<file path="config.mk">
export PLATFORM = sky130hd
export DESIGN_NAME = scim_top
export DESIGN_NICKNAME = d
export VERILOG_FILES = /design/src/scim_top.v /design/src/scim_pulse.v /design/src/scim_chan.v
export VERILOG_INCLUDE_DIRS = /design/src /design/src/include
export SDC_FILE = /design/constraint.sdc
export NUM_CORES = 1
export LEC_CHECK = 0
export ABC_CLOCK_PERIOD_IN_PS = 2600
export BUFFER_PORTS_ARGS = -buffer_cell sky130_fd_sc_hd__buf_2
export CAP_MARGIN = 20
export CORE_MARGIN = 3
export CORE_UTILIZATION = 58
export DETAILED_ROUTE_END_ITERATION = 10
export HOLD_SLACK_MARGIN = 0.08
export PLACE_DENSITY_LB_ADDON = 0.2
export RECOVER_POWER = 50
export SKIP_LAST_GASP = 1
export SYNTH_ARGS = -nofsm -noshare
export SYNTH_HDL_FRONTEND = slang
export SYNTH_SLANG_ARGS = --single-unit
</file>
<file path="constraint.sdc">
create_clock -name clk_sys -period 2.6 [get_ports clk_sys]
set_input_delay 0.39 -clock clk_sys [delete_from_list [all_inputs] [get_ports clk_sys]]
set_output_delay 0.39 -clock clk_sys [all_outputs]
set_load 0.01 [all_outputs]
</file>
<file path="src/include/scim_regs.vh">
// Purpose: Register map, reset values and timing counts of the safe input cross monitor.
// Assumes: 32-bit Avalon-MM slave with byte addresses, one word per register.
// Notes: Timing counts are derived from the clock rate and the printed times.
`ifndef SCIM_REGS_VH
`define SCIM_REGS_VH

`define SCIM_OFS_CTRL        6'h00
`define SCIM_OFS_STATE       6'h04
`define SCIM_OFS_FAULT       6'h08
`define SCIM_OFS_ACK         6'h0c
`define SCIM_OFS_IRQ_STAT    6'h10
`define SCIM_OFS_IRQ_MASK    6'h14
`define SCIM_OFS_RAW         6'h18
`define SCIM_OFS_PATTERN     6'h1c
`define SCIM_OFS_FAULT_CNT   6'h20

`define SCIM_CTRL_RST        32'h0000000f
`define SCIM_IRQ_MASK_RST    32'h00000000
`define SCIM_IRQ_FAULT_LSB   0
`define SCIM_IRQ_DROP_LSB    8

`define SCIM_CLK_KHZ         20000
`define SCIM_PULSE_PERIOD_US 2000
`define SCIM_PULSE_WIDTH_US  200
`define SCIM_PULSE_PERIOD_CYC (`SCIM_PULSE_PERIOD_US * `SCIM_CLK_KHZ / 1000)
`define SCIM_PULSE_WIDTH_CYC (`SCIM_PULSE_WIDTH_US * `SCIM_CLK_KHZ / 1000)
`define SCIM_CROSS_DETECT_MS 64
`define SCIM_CROSS_DETECT_CYC (`SCIM_CROSS_DETECT_MS * `SCIM_CLK_KHZ)
`define SCIM_CROSS_CONFIRM_LAST 2'h1

`endif

</file>
<file path="src/scim_top.v">
// Purpose: Safe input cross monitor with pulsed supplies, process image and Avalon-MM registers.
// Assumes: clk_sys at 20 MHz; safe inputs are asynchronous pins; N_INPUTS is even and at most 16.
// Notes: Input 2k is fed from pulsed supply one and input 2k+1 from pulsed supply two.
// Function
// - Each safe input is judged on its own and always against one fixed pulsed supply.
// - With cross monitoring, the first channel of a pair uses supply one, the second supply two.
// - An input reads as zero in the process image when its level is low or it has a fault.
// - An input reads as one only while its level is high and no fault is present.
// - Cross faults are only flagged while cross monitoring is enabled for the pair.
// - A cross fault holds the input at zero until the fault is gone and software acknowledges it.
// - A broken sensor line on a high input shows as a fall to zero with a drop event in the interrupt status, but no fault.
// - Two shorted inputs on different supplies are flagged as a cross fault within 64 ms.
// - After a low phase, a high is reported at the next period end, only once a valid pulse pattern has been seen if cross monitoring is on.
//
// The register offsets and register access over Avalon-MM are this design's own decisions.
`timescale 1ns/10ps
`include "scim_regs.vh"
module scim_top #(
	parameter N_INPUTS      = 8,
	parameter PERIOD_CYCLES = `SCIM_PULSE_PERIOD_CYC,
	parameter WIDTH_CYCLES  = `SCIM_PULSE_WIDTH_CYC,
	parameter CW            = 24
) (
	input  wire                clk_sys,
	input  wire                reset_n,
	input  wire [N_INPUTS-1:0] safe_input,
	output wire                pulsed_supply_one,
	output wire                pulsed_supply_two,
	output reg  [N_INPUTS-1:0] process_image,
	output reg                 irq,
	input  wire [5:0]          avs_address,
	input  wire                avs_read,
	input  wire                avs_write,
	input  wire [31:0]         avs_writedata,
	output reg  [31:0]         avs_readdata,
	output reg                 avs_waitrequest
);
	localparam NP = N_INPUTS / 2;
	localparam NI = 2 * N_INPUTS;
	localparam [31:0] CTRL_RST = `SCIM_CTRL_RST;
	localparam [31:0] MASK_RST = `SCIM_IRQ_MASK_RST;

	reg  [N_INPUTS-1:0] sync_a;
	reg  [N_INPUTS-1:0] sync_b;
	reg  [NP-1:0]       cross_en;
	reg  [NI-1:0]       irq_status;
	reg  [NI-1:0]       irq_mask;
	reg  [15:0]         fault_cnt;
	reg  [31:0]         next_readdata;
	reg  [NI-1:0]       next_irq_status;

	wire                samp_one;
	wire                samp_two;
	wire                period_end;
	wire                quiet;
	wire [N_INPUTS-1:0] chan_bit;
	wire [N_INPUTS-1:0] chan_fault;
	wire [N_INPUTS-1:0] chan_fault_set;
	wire [N_INPUTS-1:0] chan_drop;
	wire [N_INPUTS-1:0] chan_bad;
	wire [N_INPUTS-1:0] ack_vec;

	// A transfer completes on the edge where the master sees waitrequest low.
	wire                wr_fire = avs_write & ~avs_waitrequest;
	wire                ack_hit = wr_fire & (avs_address == `SCIM_OFS_ACK);
	wire                clr_hit = wr_fire & (avs_address == `SCIM_OFS_IRQ_STAT);
	wire [NI-1:0]       irq_events;

	assign ack_vec    = ack_hit ? avs_writedata[N_INPUTS-1:0] : {N_INPUTS{1'b0}};
	assign irq_events = {chan_drop, chan_fault_set};

	// Pins are asynchronous; the first stage feeds only the second.
	always @(posedge clk_sys or negedge reset_n) begin
		if (!reset_n) begin
			sync_a <= {N_INPUTS{1'b0}};
			sync_b <= {N_INPUTS{1'b0}};
		end else begin
			sync_a <= safe_input;
			sync_b <= sync_a;
		end
	end

	scim_pulse #(
		.PERIOD_CYCLES (PERIOD_CYCLES),
		.WIDTH_CYCLES  (WIDTH_CYCLES),
		.CW            (CW)
	) u_pulse (
		.clk_sys           (clk_sys),
		.reset_n           (reset_n),
		.pulsed_supply_one (pulsed_supply_one),
		.pulsed_supply_two (pulsed_supply_two),
		.samp_one          (samp_one),
		.samp_two          (samp_two),
		.period_end        (period_end),
		.quiet             (quiet)
	);

	genvar i;
	generate
		for (i = 0; i < N_INPUTS; i = i + 1) begin : g_chan
			// The supply of each input is fixed by its position within the pair.
			wire own_end = (i % 2 == 0) ? samp_one : samp_two;
			wire oth_end = (i % 2 == 0) ? samp_two : samp_one;
			scim_chan u_chan (
				.clk_sys     (clk_sys),
				.reset_n     (reset_n),
				.in_level    (sync_b[i]),
				.own_end     (own_end),
				.oth_end     (oth_end),
				.period_end  (period_end),
				.quiet       (quiet),
				.cross_en    (cross_en[i / 2]),
				.ack         (ack_vec[i]),
				.process_bit (chan_bit[i]),
				.fault       (chan_fault[i]),
				.fault_set   (chan_fault_set[i]),
				.drop        (chan_drop[i]),
				.bad_pending (chan_bad[i])
			);
		end
	endgenerate

	// The process image is a plain copy of the channel results, one flop per input.
	always @(posedge clk_sys or negedge reset_n) begin
		if (!reset_n)
			process_image <= {N_INPUTS{1'b0}};
		else
			process_image <= chan_bit;
	end

	// Read mux; unmapped offsets read as zero and ignore writes.
	always @* begin
		next_readdata = 32'h00000000;
		case (avs_address)
			`SCIM_OFS_CTRL: begin
				next_readdata[NP-1:0] = cross_en;
			end
			`SCIM_OFS_STATE: begin
				next_readdata[N_INPUTS-1:0] = process_image;
			end
			`SCIM_OFS_FAULT: begin
				next_readdata[N_INPUTS-1:0] = chan_fault;
			end
			`SCIM_OFS_IRQ_STAT: begin
				next_readdata[NI-1:0] = irq_status;
			end
			`SCIM_OFS_IRQ_MASK: begin
				next_readdata[NI-1:0] = irq_mask;
			end
			`SCIM_OFS_RAW: begin
				next_readdata[N_INPUTS-1:0] = sync_b;
			end
			`SCIM_OFS_PATTERN: begin
				next_readdata[N_INPUTS-1:0] = chan_bad;
			end
			`SCIM_OFS_FAULT_CNT: begin
				next_readdata[15:0] = fault_cnt;
			end
			default: begin
				next_readdata = 32'h00000000;
			end
		endcase
	end

	// One wait state per access keeps readdata registered and stable at the taking edge.
	always @(posedge clk_sys or negedge reset_n) begin
		if (!reset_n) begin
			avs_waitrequest <= 1'b1;
			avs_readdata    <= 32'h00000000;
		end else if (!avs_waitrequest) begin
			avs_waitrequest <= 1'b1;
		end else if (avs_read | avs_write) begin
			avs_waitrequest <= 1'b0;
			avs_readdata    <= avs_read ? next_readdata : 32'h00000000;
		end
	end

	// Cross monitoring enable per pair and interrupt mask.
	always @(posedge clk_sys or negedge reset_n) begin
		if (!reset_n) begin
			cross_en <= CTRL_RST[NP-1:0];
			irq_mask <= MASK_RST[NI-1:0];
		end else if (wr_fire) begin
			if (avs_address == `SCIM_OFS_CTRL)
				cross_en <= avs_writedata[NP-1:0];
			if (avs_address == `SCIM_OFS_IRQ_MASK)
				irq_mask <= avs_writedata[NI-1:0];
		end
	end

	// New events win over a write-one-to-clear in the same cycle.
	always @* begin
		next_irq_status = irq_status;
		if (clr_hit)
			next_irq_status = next_irq_status & ~avs_writedata[NI-1:0];
		next_irq_status = next_irq_status | irq_events;
	end

	always @(posedge clk_sys or negedge reset_n) begin
		if (!reset_n) begin
			irq_status <= {NI{1'b0}};
			irq        <= 1'b0;
		end else begin
			irq_status <= next_irq_status;
			irq        <= |(next_irq_status & irq_mask);
		end
	end

	// Saturating count of cycles in which at least one new cross fault was raised.
	always @(posedge clk_sys or negedge reset_n) begin
		if (!reset_n)
			fault_cnt <= 16'h0000;
		else if (|chan_fault_set && fault_cnt != 16'hffff)
			fault_cnt <= fault_cnt + 16'h0001;
	end
endmodule // scim_top

</file>
<file path="src/scim_pulse.v">
// Purpose: Drives the two pulsed supply outputs and marks the sampling points of each period.
// Assumes: WIDTH_CYCLES is at least 4 so that the synchronised input settles inside a pulse.
// Notes: Supply one pulses low from the start of the second quarter, supply two from the start of the fourth quarter.
`timescale 1ns/10ps
module scim_pulse #(
	parameter PERIOD_CYCLES = 40000,
	parameter WIDTH_CYCLES  = 4000,
	parameter CW            = 24
) (
	input  wire clk_sys,
	input  wire reset_n,
	output reg  pulsed_supply_one,
	output reg  pulsed_supply_two,
	output reg  samp_one,
	output reg  samp_two,
	output reg  period_end,
	output reg  quiet
);
	localparam integer  P_LAST_I  = PERIOD_CYCLES - 1;
	localparam integer  A_START_I = PERIOD_CYCLES / 4;
	localparam integer  A_END_I   = PERIOD_CYCLES / 4 + WIDTH_CYCLES;
	localparam integer  B_START_I = (PERIOD_CYCLES / 4) * 3;
	localparam integer  B_END_I   = (PERIOD_CYCLES / 4) * 3 + WIDTH_CYCLES;
	// The integer points are cut to the counter width on purpose; CW must hold a period.
	localparam [CW-1:0] P_LAST    = P_LAST_I[CW-1:0];
	localparam [CW-1:0] A_START   = A_START_I[CW-1:0];
	localparam [CW-1:0] A_END     = A_END_I[CW-1:0];
	localparam [CW-1:0] B_START   = B_START_I[CW-1:0];
	localparam [CW-1:0] B_END     = B_END_I[CW-1:0];

	reg  [CW-1:0] cnt;
	reg  [2:0]    hist;
	wire          in_one = (cnt >= A_START) && (cnt < A_END);
	wire          in_two = (cnt >= B_START) && (cnt < B_END);
	wire          busy   = ~pulsed_supply_one | ~pulsed_supply_two;

	always @(posedge clk_sys or negedge reset_n) begin
		if (!reset_n) begin
			cnt               <= {CW{1'b0}};
			pulsed_supply_one <= 1'b1;
			pulsed_supply_two <= 1'b1;
			samp_one          <= 1'b0;
			samp_two          <= 1'b0;
			period_end        <= 1'b0;
			hist              <= 3'h0;
			quiet             <= 1'b0;
		end else begin
			cnt               <= (cnt == P_LAST) ? {CW{1'b0}} : cnt + 1'b1;
			pulsed_supply_one <= ~in_one;
			pulsed_supply_two <= ~in_two;
			samp_one          <= (cnt == A_END - 1'b1);
			samp_two          <= (cnt == B_END - 1'b1);
			period_end        <= (cnt == P_LAST);
			// The input lags the pins by the synchroniser, so quiet waits out that tail.
			hist              <= {hist[1:0], busy};
			quiet             <= ~(|{hist, busy});
		end
	end
endmodule // scim_pulse

</file>
<file path="src/scim_chan.v">
// Purpose: Evaluates one single-channel safe input against its assigned pulsed supply.
// Assumes: in_level is already synchronised; strobes come from scim_pulse.
// Notes: own_end marks the assigned supply's pulse, oth_end the other supply's pulse.
`timescale 1ns/10ps
`include "scim_regs.vh"
module scim_chan (
	input  wire clk_sys,
	input  wire reset_n,
	input  wire in_level,
	input  wire own_end,
	input  wire oth_end,
	input  wire period_end,
	input  wire quiet,
	input  wire cross_en,
	input  wire ack,
	output reg  process_bit,
	output reg  fault,
	output reg  fault_set,
	output reg  drop,
	output wire bad_pending
);
	reg  [1:0] bad_cnt;
	reg        own_smp;
	reg        oth_smp;
	reg        next_report;
	// A valid pattern follows the own supply: low in its pulse, high in the other's.
	wire       own_pattern = ~own_smp & oth_smp;
	wire       bad_pattern = cross_en & in_level & ~own_pattern;
	wire       good_high   = in_level & (~cross_en | own_pattern);
	wire       set_now     = period_end & bad_pattern & (bad_cnt == `SCIM_CROSS_CONFIRM_LAST);
	// An acknowledge is refused while the last period still showed a bad pattern.
	wire       clr_now     = ack & (bad_cnt == 2'h0) & ~set_now;
	wire       next_fault  = set_now | (fault & ~clr_now);

	assign bad_pending = (bad_cnt != 2'h0);

	always @* begin
		next_report = process_bit;
		if (next_fault)
			next_report = 1'b0;
		else if (quiet & ~in_level)
			next_report = 1'b0;
		else if (period_end)
			next_report = good_high;
	end

	always @(posedge clk_sys or negedge reset_n) begin
		if (!reset_n) begin
			own_smp     <= 1'b1;
			oth_smp     <= 1'b0;
			bad_cnt     <= 2'h0;
			fault       <= 1'b0;
			fault_set   <= 1'b0;
			process_bit <= 1'b0;
			drop        <= 1'b0;
		end else begin
			if (own_end)
				own_smp <= in_level;
			if (oth_end)
				oth_smp <= in_level;
			if (period_end)
				bad_cnt <= bad_pattern ? ((bad_cnt == 2'h3) ? 2'h3 : bad_cnt + 2'h1) : 2'h0;
			fault       <= next_fault;
			fault_set   <= set_now;
			process_bit <= next_report;
			drop        <= process_bit & ~next_report;
		end
	end
endmodule // scim_chan

</file>
==> qor.yml, run 1 <==
syn_area_um2: 8470
slew_violations: 63
final_nets: 919
grt_pass1_vias: 6302
syn_area_per_cell_um2: 10.9
rsz0062_at_grt: "no"
first_pass_iters: 8
grt-ovfl-total: 0
coreArea_um2: 14100
cts_root_buf: "clkbuf_16"
final-seq-area_um2: 4800
worstSkewPairLatency_ns: 0.43
yosysTopAreaCell: "dfrtp_1"
async_flop_share_pct: 100
holdWs_ns: 0.214
yosysMostFrequentCell: "dfrtp_1"
synthFlopType: "dfrtp_1"
post-dp-hpwl_mm: 14.3
relSlewSlack_pct: -8.49
min_period_over_period_pct: 89.4
setup-tns-final_ns: 0
fin_cells: 1059
yosysSeqAreaShare_pct: 56.7
start_util_pct: 60.1
fin_skew_ns: 0.00668
io_buffers: 61
reg2reg_from: "u_pulse.cnt[0]$_DFF_PN0_"
synth_common_cells: "dfrtp_1 (176), nand2_1 (75), nor2_1 (60), o21ai_0 (38), mux2_2 (37)"
critical_path.startpoint_type: "flop"
fmax_mhz: 430
setup_viol: 0
via_per_inst: 5.99
synthTopCellsByArea: "dfrtp_1 (52%), mux2_2 (4.9%), dfstp_2 (4.7%)"
cts_tree: "done"
die-area_um2: 16100
io_pins: 94
vias: 6339
synth_edf_count: 0
critical_path_class: "reg -> reg"
clk_path_buf_depth: 2
multi_input_area_um2: 3350
grt_usage_pct: 25.8
cp-end-kind: "flop"
post-route-min-period_ns: 2.32
die_h_um: 127
power.density_nw_per_um2: 616
finalPower_mw: 5.96
outcome: "complete, but fails checks"
worst_pin_slew_ns: 1.63
pre_cts_slack_ns: 0.156
syn2layout_area_growth_pct: 14.2
drv_cap: 1
synth_top_cell_area_share_pct: 52.0
drc: 0
antenna_found_initial: 0
cts.sinks: 191
worst_slack_ns: 0.275
power.ir.vdd_worst_mv: 0.463
yosysWarningCount: 0
fill_cells: 1058
numCtsBuffers: 17
violations: "max-capacitance violations, max-slew violations"
cts_resized: 0
crit_start: "u_pulse.cnt[0]$_DFF_PN0_"
diodes: 0
place.gp.congestion: 0.893
min_path_type: "in -> reg"
ys_types: 59
postCtsSetupRepairBufs: 0
drive_gt1_share_pct: 18.1
leakagePower_nw: 4.45
synthCells: 780
critPathMaxFanout: 10
finalWirelength_mm: 19.7
required_ns: 2.92
cts.clk_slew.worst_paths_ns: 0.07
post-place-cells: 1018
grt_start_max_net_pins: 63
drt_iter0_drc: 639
synth_seq_cells: 191
cts.htree.levels: 4
hold_start: "avs_writedata[11]"
hold_violations: 0
die_w_um: 127
fp-row-count: 43
crit_arrival_ns: 2.64
antenna_left: 0
route.detailed.wl_per_inst_um: 18.6
grt_pass1_wl_mm: 32.5
==> path summary, 6_finish.rpt <==
| kind | end | slack [ns] | cells after the start |
|---|---|---|---|
| max in group asynchronous | g_chan[7].u_chan.own_smp$_DFFE_PN1P_ | 0.44 | 3 |
| max | u_pulse.cnt[3]$_DFF_PN0_ | 0.28 | 7 |
| max reg2reg | u_pulse.cnt[3]$_DFF_PN0_ | 0.28 | 7 |
| min | irq_mask[11]$_DFFE_PN0P_ | 0.21 | 2 |
| min reg2reg | sync_b[7]$_DFF_PN0_ | 0.35 | 0 |
| min in group asynchronous | avs_readdata[2]$_DFFE_PN0P_ | 0.91 | 2 |
==> placed cells by master, fill, tap and decap left out, types with 10 or more instances in the layout <==
cell / instances
nand2b_1: 10
dfstp_2: 15
buf_4: 22
nor3_1: 27
nor4_1: 10
a222oi_1: 12
clkbuf_1: 26
nand2_1: 75
dfrtp_1: 176
and3_1: 12
buf_2: 35
clkbuf_16: 17
mux2_2: 37
o22ai_1: 21
inv_1: 34
conb_1: 16
nor2_1: 60
a21o_1: 22
nand4_1: 22
nand3_1: 17
o21ai_0: 39
nor2b_1: 20
a31oi_1: 20
xnor2_1: 28
==> per-layer routing <==
metal	global-route usage, %	part of all wire, %	vias to the layer above
met5	0	0	-
met4	9.27	2.7	0
met3	6.48	6.7	41
met2	41.3	49	234
met1	34.4	42	3132
li1	-	-	2932
==> repair_timing <==
item                                    CTS  global route
endpoints found under the setup margin    0             0
hold buffers                              9             0
hold endpoints to repair                 63             0
==> where the power goes <==
part | switching (mW) | internal [mW] | total, mW
Combinational | 0.153 | 0.0875 | 0.240
Clock | 1.19 | 1.45 | 2.65
Sequential | 0.0423 | 3.03 | 3.07
Total | 1.39 | 4.57 | 5.96
==> area by class of cell <==
class	count	area share (%)
multi-input combinational	527	34.6
timing repair buffer	95	5.84
tap	180	2.33
clock inverter	15	1.86
inverter	34	1.32
clock buffer	17	4.40
sequential	191	49.6
==> cell families after synthesis <==
kind of cell	Yosys count	synth area share, %
AO/OA/AOI/OAI	150	12.2
XOR/XNOR	37	3.83
adder cells (fa/ha/maj)	3	0.443
buffers and inverters	77	4.45
flip-flops	191	56.7
multiplexers	40	5.28
other	1	0.0443
AND/OR/NAND/NOR	281	17.1
==> metrics by stage <==
| stage | cell area (um2) | util [%] |
|---|---|---|
| final | 9670 | 68.6 |
| after global routing | 9670 | 68.6 |
| after CTS | 9720 | 69.0 |
| after detailed placement | 9030 | 64.0 |
| after global placement | 9030 | 64.0 |
| after floorplan | 8520 | - |
==> flip-flops by register name, summed over array words and instances, names as in the netlist, 8 cells and up <==
| name | count |
|---|---|
| process_image | 8 |
| g_chan.u_chan.oth_smp | 8 |
| sync_b | 8 |
| irq_mask | 16 |
| u_pulse.cnt | 24 |
| sync_a | 8 |
| irq_status | 16 |
| fault_cnt | 16 |
| g_chan.u_chan.bad_cnt | 16 |
| g_chan.u_chan.own_smp | 8 |
| g_chan.u_chan.fault_set | 8 |
| g_chan.u_chan.drop | 8 |
| avs_readdata | 16 |
| g_chan.u_chan.fault | 8 |
| g_chan.u_chan.process_bit | 8 |
==> critical path: stages (launching register included) <==
cell,delay (ns)
dfrtp_1,0.41
ha_1,0.23
nand3_2,0.17
or4_1,0.50
or3_4,0.36
nor4_4,0.26
buf_4,0.22
nor2_1,0.07
No activity file was read; power rests on OpenSTA's default activity.
==> run 2: changes to the inputs <==
==> constraint.sdc (replaced) <==
create_clock -name clk_sys -period 2.6 [get_ports clk_sys]
set_input_delay 0.78 -clock clk_sys [delete_from_list [all_inputs] [get_ports clk_sys]]
set_output_delay 0.78 -clock clk_sys [all_outputs]
set_load 0.01 [all_outputs]
==> run 2 against run 1 <==
Critical endpoint is now u_pulse.cnt[1]$_DFF_PN0_. Utilization is 0.46 points higher. Maximum frequency is 0.72% lower. Count of clock-buffer cells in the layout is 3 higher. Critical path type unchanged. The run still ends with max-capacitance violations, max-slew violations left. Sequential cell count stayed put. Largest cell class unchanged. Non-clock buffer count is 2 higher.
==> qor.yml, run 2 (synthesized netlist as in run 1, its figures left out) <==
slew_violations: 40  # was 63
finalWirelength_mm: 19.5  # was 19.7 mm
seq_power_share_pct: 52.2  # was 51.5%
cts.htree.levels: 4  # unchanged
grt_pass1_wl_mm: 32.4  # was 32.5 mm
largest_reg_flops: 24  # unchanged
drive_gt1_share_pct: 22.0  # was 18.1%
leakagePower_nw: 4.61  # was 4.45 nW
diodes: 0  # unchanged
die_w_um: 127  # unchanged
cp_cell_sequence: "ha_1 -> nand3_2 -> or4_1 -> or3_4 -> nor4_4 -> buf_4 -> nor2b_1"  # was ha_1 -> nand3_2 -> or4_1 -> or3_4 -> nor4_4 -> buf_4 -> nor2_1
setup-tns-final_ns: 0  # unchanged
critical_path_class: "reg -> reg"  # unchanged
highest_layer: "met4"  # unchanged
p_sw_share_pct: 22.9  # was 23.3%
io_pins: 94  # unchanged
fin_skew_ns: 0.00914  # was 0.00668 ns
final_nets: 921  # was 919
hold_violations: 0  # unchanged
grt_start_max_net_pins: 52  # was 63
min_period_over_period_pct: 90.1  # was 89.4%
postCtsSetupRepairBufs: 0  # unchanged
crit_arrival_ns: 2.66  # was 2.64 ns
slowest_stage: "or4_1"  # unchanged
cts.clk_slew.worst_paths_ns: 0.07  # about the same
m1WireLength_mm: 8.64  # was 8.26 mm
vias: 6260  # was 6339
drv_cap: 1  # unchanged
violations: "max-capacitance violations, max-slew violations"  # unchanged
grt_usage_pct: 25.4  # was 25.8%
outcome: "complete, but fails checks"  # unchanged
post-dp-hpwl_mm: 14.4  # was 14.3 mm
placed_cell_area_um2: 9150  # was 9030 um2
cp_slowest_stage_delay_ns: 0.51  # was 0.50 ns
die_h_um: 127  # unchanged
finalPower_mw: 5.89  # was 5.96 mW
grt-ovfl-total: 0  # unchanged
antenna_found_initial: 0  # unchanged
fin_area_um2: 9730  # was 9670 um2
p_clk_share_pct: 43.7  # was 44.4%
numCtsBuffers: 17  # unchanged
min_path_type: "reg -> reg"  # was in -> reg
start_util_pct: 60.1  # unchanged
cts_root_buf: "clkbuf_16"  # unchanged
relSlewSlack_pct: -32.4  # was -8.49%
grt_pass1_vias: 6193  # was 6302
worst_pin_slew_ns: 1.98  # was 1.63 ns
die-area_um2: 16100  # unchanged
required_ns: 2.92  # about the same
cts_tree: "done"  # unchanged
max_flop_register: "u_pulse.cnt"  # unchanged
cts.sinks: 191  # unchanged
rsz0062_at_grt: "no"  # unchanged
first_pass_iters: 6  # was 8
fp-row-count: 43  # unchanged
clk_path_buf_depth: 2  # unchanged
fmax_mhz: 427  # was 430 MHz
final_cell_mix: "dfrtp_1 (176), nand2_1 (75), nor2_1 (60), buf_2 (60), o21ai_0 (38)"  # was dfrtp_1 (176), nand2_1 (75), nor2_1 (60), o21ai_0 (39), mux2_2 (37)
place.gp.congestion: 0.913  # was 0.893
p_int_mw: 4.54  # was 4.57 mW
wl_met3_mm: 1.26  # was 1.33 mm
power.density_nw_per_um2: 605  # was 616 nW/um2
drc: 0  # unchanged
coreArea_um2: 14100  # unchanged
postCtsHoldBufs: 0  # was 9
setup_viol: 0  # unchanged
worstSkewPairLatency_ns: 0.43  # about the same
via_per_inst: 5.90  # was 5.99
io_buffers: 61  # unchanged
drt_iter0_drc: 645  # was 639
wl_met2_mm: 9.30  # was 9.58 mm
critPathMaxFanout: 10  # unchanged
antenna_left: 0  # unchanged
syn2layout_area_growth_pct: 15.0  # was 14.2%
layout_commonest_cell: "dfrtp_1"  # unchanged
critical_path.startpoint_type: "flop"  # unchanged
power.ir.vdd_worst_mv: 0.534  # was 0.463 mV
cp-end-kind: "flop"  # unchanged
fin_util_pct: 69.1  # was 68.6%
route.detailed.wl_per_inst_um: 18.4  # was 18.6 um
comb_power_share_pct: 4.2  # was 4.0%
cts_resized: 0  # unchanged
post-route-min-period_ns: 2.34  # was 2.32 ns
p_sw_mw: 1.35  # was 1.39 mW
run 2: worst max-delay path, delay by kind of cell (launching register included):
family / cells / cell delay, ns
adder cells (fa/ha/maj): 1 / 0.22
buffers and inverters: 1 / 0.22
flip-flops: 1 / 0.41
AND/OR/NAND/NOR: 5 / 1.37
run 2: cell type report:
cell class              instances  area [um2]
repair buffers                 97         646
fillers                      1033        4360
multi-input cells             527        3350
flip-flops and latches        191        4800
clock inverters                12         123
inverters                      34         128
clock buffers                  20         467
well taps                     180         225
run 2: power by group through the flow:
| stage | registers (mW) | logic (mW) | clock network, mW |
|---|---|---|---|
| floorplan | 3.11 | 0.115 | 0 |
| global placement | 3.12 | 0.237 | 0 |
| detailed placement | 3.13 | 0.246 | 0 |
| CTS | 3.07 | 0.247 | 2.61 |
| global route | 3.08 | 0.274 | 2.74 |
| finish | 3.07 | 0.245 | 2.57 |
run 2: per-stage QoR:
step           hold WS, ns  worst slack (ns)  std cells
2_1_floorplan        0.331             0.100        795
3_3_place_gp         0.332           -0.0796       1029
3_5_place_dp         0.335           -0.0967       1029
4_1_cts              0.262             0.252       1061
5_1_grt              0.356             0.124       1061
6_report             0.350             0.258       1061
run 2: layer usage:
| metal | vias to the layer above | global-route usage [%] |
|---|---|---|
| li1 | 2937 | - |
| met1 | 3098 | 35.4 |
| met2 | 203 | 40.8 |
| met3 | 22 | 5.85 |
| met4 | 0 | 6.75 |
| met5 | - | 0 |
run 2: worst paths after layout:
path	start	to	slack, ns	depth (start not counted)
min in group asynchronous	reset_n	avs_readdata[1]$_DFFE_PN0P_	0.92	1
min	sync_a[5]$_DFF_PN0_	sync_b[5]$_DFF_PN0_	0.35	0
min reg2reg	sync_a[5]$_DFF_PN0_	sync_b[5]$_DFF_PN0_	0.35	0
max in group asynchronous	reset_n	sync_b[6]$_DFF_PN0_	0.52	1
max	u_pulse.cnt[0]$_DFF_PN0_	u_pulse.cnt[1]$_DFF_PN0_	0.26	7
max reg2reg	u_pulse.cnt[0]$_DFF_PN0_	u_pulse.cnt[1]$_DFF_PN0_	0.26	7
==> run 3: changes to the inputs <==
--- a/config.mk
+++ b/config.mk
@@ -13,7 +13,7 @@
 export CORE_UTILIZATION = 58
 export DETAILED_ROUTE_END_ITERATION = 10
 export HOLD_SLACK_MARGIN = 0.08
-export PLACE_DENSITY_LB_ADDON = 0.2
+export PLACE_DENSITY = 0.83
 export RECOVER_POWER = 50
 export SKIP_LAST_GASP = 1
 export SYNTH_ARGS = -nofsm -noshare
==> run 3 against run 2 <==
The flow now finishes without violations. Design area down 0.26%. Power increased by 2.1%. Die area is the same. Combinational power is 3% lower. Maximum frequency grew 2.4%. Sequential cell count is the same. Hold slack got worse by 0.0014 ns. Cell count barely moved. Highest routed layer unchanged.
==> qor.yml, run 3 (synthesized netlist as in run 1, its figures left out) <==
max_flop_register: "u_pulse.cnt"  # unchanged
outcome: "completed"  # was complete, but fails checks
crit_arrival_ns: 2.58  # was 2.66 ns
grt_pass1_vias: 6048  # was 6193
cp-end-kind: "flop"  # unchanged
drt_iter0_drc: 644  # was 645
first_pass_iters: 6  # unchanged
crit_start: "avs_address[1]"  # was u_pulse.cnt[0]$_DFF_PN0_
fmax_mhz: 437  # was 427 MHz
place.gp.congestion: 0.912  # was 0.913
crit_end: "irq$_DFF_PN0_"  # was u_pulse.cnt[1]$_DFF_PN0_
fin_skew_ns: 0.00800  # was 0.00914 ns
coreArea_um2: 14100  # unchanged
io_pins: 94  # unchanged
leakagePower_nw: 4.57  # was 4.61 nW
via_per_inst: 5.92  # was 5.90
finalWirelength_mm: 19.2  # was 19.5 mm
die_h_um: 127  # unchanged
reg2reg_from: "u_pulse.cnt[0]$_DFF_PN0_"  # unchanged
power.ir.vdd_worst_mv: 0.466  # was 0.534 mV
layout_commonest_cell: "dfrtp_1"  # unchanged
clk_path_buf_depth: 2  # unchanged
cts_tree: "done"  # unchanged
worst_slack_ns: 0.313  # was 0.258 ns
critical_path.startpoint_type: "input port"  # was flop
fill_cells: 1046  # was 1033
relSlewSlack_pct: 15.6  # was -32.4%
drc: 0  # unchanged
cts_root_buf: "clkbuf_16"  # unchanged
power.density_nw_per_um2: 620  # was 605 nW/um2
final_nets: 920  # was 921
worst_pin_slew_ns: 1.27  # was 1.98 ns
io_buffers: 61  # unchanged
post-route-min-period_ns: 2.29  # was 2.34 ns
diodes: 0  # unchanged
numCtsBuffers: 17  # unchanged
rrSetupSlack_ns: 0.36  # was 0.26 ns
final_cell_mix: "dfrtp_1 (176), nand2_1 (75), nor2_1 (60), buf_2 (60), o21ai_0 (38)"  # unchanged
r2r_end: "u_pulse.cnt[10]$_DFF_PN0_"  # was u_pulse.cnt[1]$_DFF_PN0_
post-dp-hpwl_mm: 13.6  # was 14.4 mm
rsz0062_at_grt: "no"  # unchanged
start_util_pct: 60.1  # unchanged
drv_cap: 0  # was 1
cts.sinks: 191  # unchanged
route.detailed.wl_per_inst_um: 18.1  # was 18.4 um
grt_start_max_net_pins: 53  # was 52
hold_violations: 0  # unchanged
grt_usage_pct: 25.0  # was 25.4%
cts.clk_slew.worst_paths_ns: 0.07  # about the same
rr_worst_depth: 7  # unchanged
setup_viol: 0  # unchanged
hold_path_depth: 0  # unchanged
critPathMaxFanout: 19  # was 10
syn2layout_area_growth_pct: 14.7  # was 15.0%
critical_path_class: "in -> reg"  # was reg -> reg
antenna_left: 0  # unchanged
pre_cts_slack_ns: -0.117  # was -0.0967 ns
worstSkewPairLatency_ns: 0.43  # about the same
grt-ovfl-total: 0  # unchanged
largest_reg_flops: 24  # unchanged
required_ns: 2.89  # was 2.92 ns
post-place-cells: 1028  # was 1029
holdWs_ns: 0.348  # was 0.350 ns
die_w_um: 127  # unchanged
grt_pass1_wl_mm: 31.6  # was 32.4 mm
min_path_type: "reg -> reg"  # unchanged
postCtsHoldBufs: 0  # unchanged
antenna_found_initial: 0  # unchanged
slew_violations: 0  # was 40
min_period_over_period_pct: 88.0  # was 90.1%
drive_gt1_share_pct: 21.9  # was 22.0%
vias: 6279  # was 6260
hold_start: "sync_a[3]$_DFF_PN0_"  # was sync_a[5]$_DFF_PN0_
fin_cells: 1060  # was 1061
die-area_um2: 16100  # unchanged
cts_resized: 0  # unchanged
cts.htree.levels: 4  # unchanged
fp-row-count: 43  # unchanged
postCtsSetupRepairBufs: 0  # unchanged
-- run 3: worst min path at each step --
stage | end | slack, ns
global placement | sync_b[4]$_DFF_PN0_ | 0.34
global route | sync_b[4]$_DFF_PN0_ | 0.35
CTS | avs_readdata[1]$_DFFE_PN0P_ | 0.29
detailed placement | sync_b[3]$_DFF_PN0_ | 0.33
finish | sync_b[3]$_DFF_PN0_ | 0.35
floorplan | sync_b[0]$_DFF_PN0_ | 0.33
-- run 3: through the flow --
| step | total power [mW] | util (%) | TNS [ns] | instance area, um2 |
|---|---|---|---|---|
| finish | 6.02 | 68.9 | 0 | 9710 |
| global route | 6.21 | 68.9 | 0 | 9710 |
| CTS | 6.08 | 69.2 | 0 | 9750 |
| detailed placement | 3.37 | 64.7 | -0.236 | 9130 |
| global placement | 3.36 | 64.7 | -0.0946 | 9130 |
| floorplan | 3.23 | - | 0 | 8520 |
-- run 3: power by group --
part / switching (mW) / internal, mW / leakage, nW
Clock: 1.15 / 1.55 / 0.287
Combinational: 0.153 / 0.0850 / 1.77
Sequential: 0.0427 / 3.03 / 2.51
-- run 3: per-layer routing --
| metal | wire length (um) | GRT usage [%] | vias to the layer above |
|---|---|---|---|
| li1 | - | - | 2925 |
| met1 | 8180 | 34.7 | 3029 |
| met2 | 9040 | 38.5 | 281 |
| met3 | 1420 | 5.43 | 44 |
| met4 | 538 | 10.2 | 0 |
| met5 | 0 | 0 | - |
-- run 3: worst max-delay path: stages --
cell     delay (ns)
buf_2          0.10
or4_1          0.54
and3b_1        0.30
buf_12         0.17
a31oi_1        0.15
nor4_1         0.38
nand4_1        0.15
-- run 3: layout make-up --
| cell class | count | area (um2) | area share (%) |
|---|---|---|---|
| well taps | 180 | 225 | 2.32 |
| repair buffers | 96 | 588 | 6.06 |
| clock buffers | 18 | 439 | 4.52 |
| inverters | 34 | 128 | 1.31 |
| clock inverters | 14 | 183 | 1.88 |
| multi-input cells | 527 | 3350 | 34.5 |
| flip-flops and latches | 191 | 4800 | 49.4 |
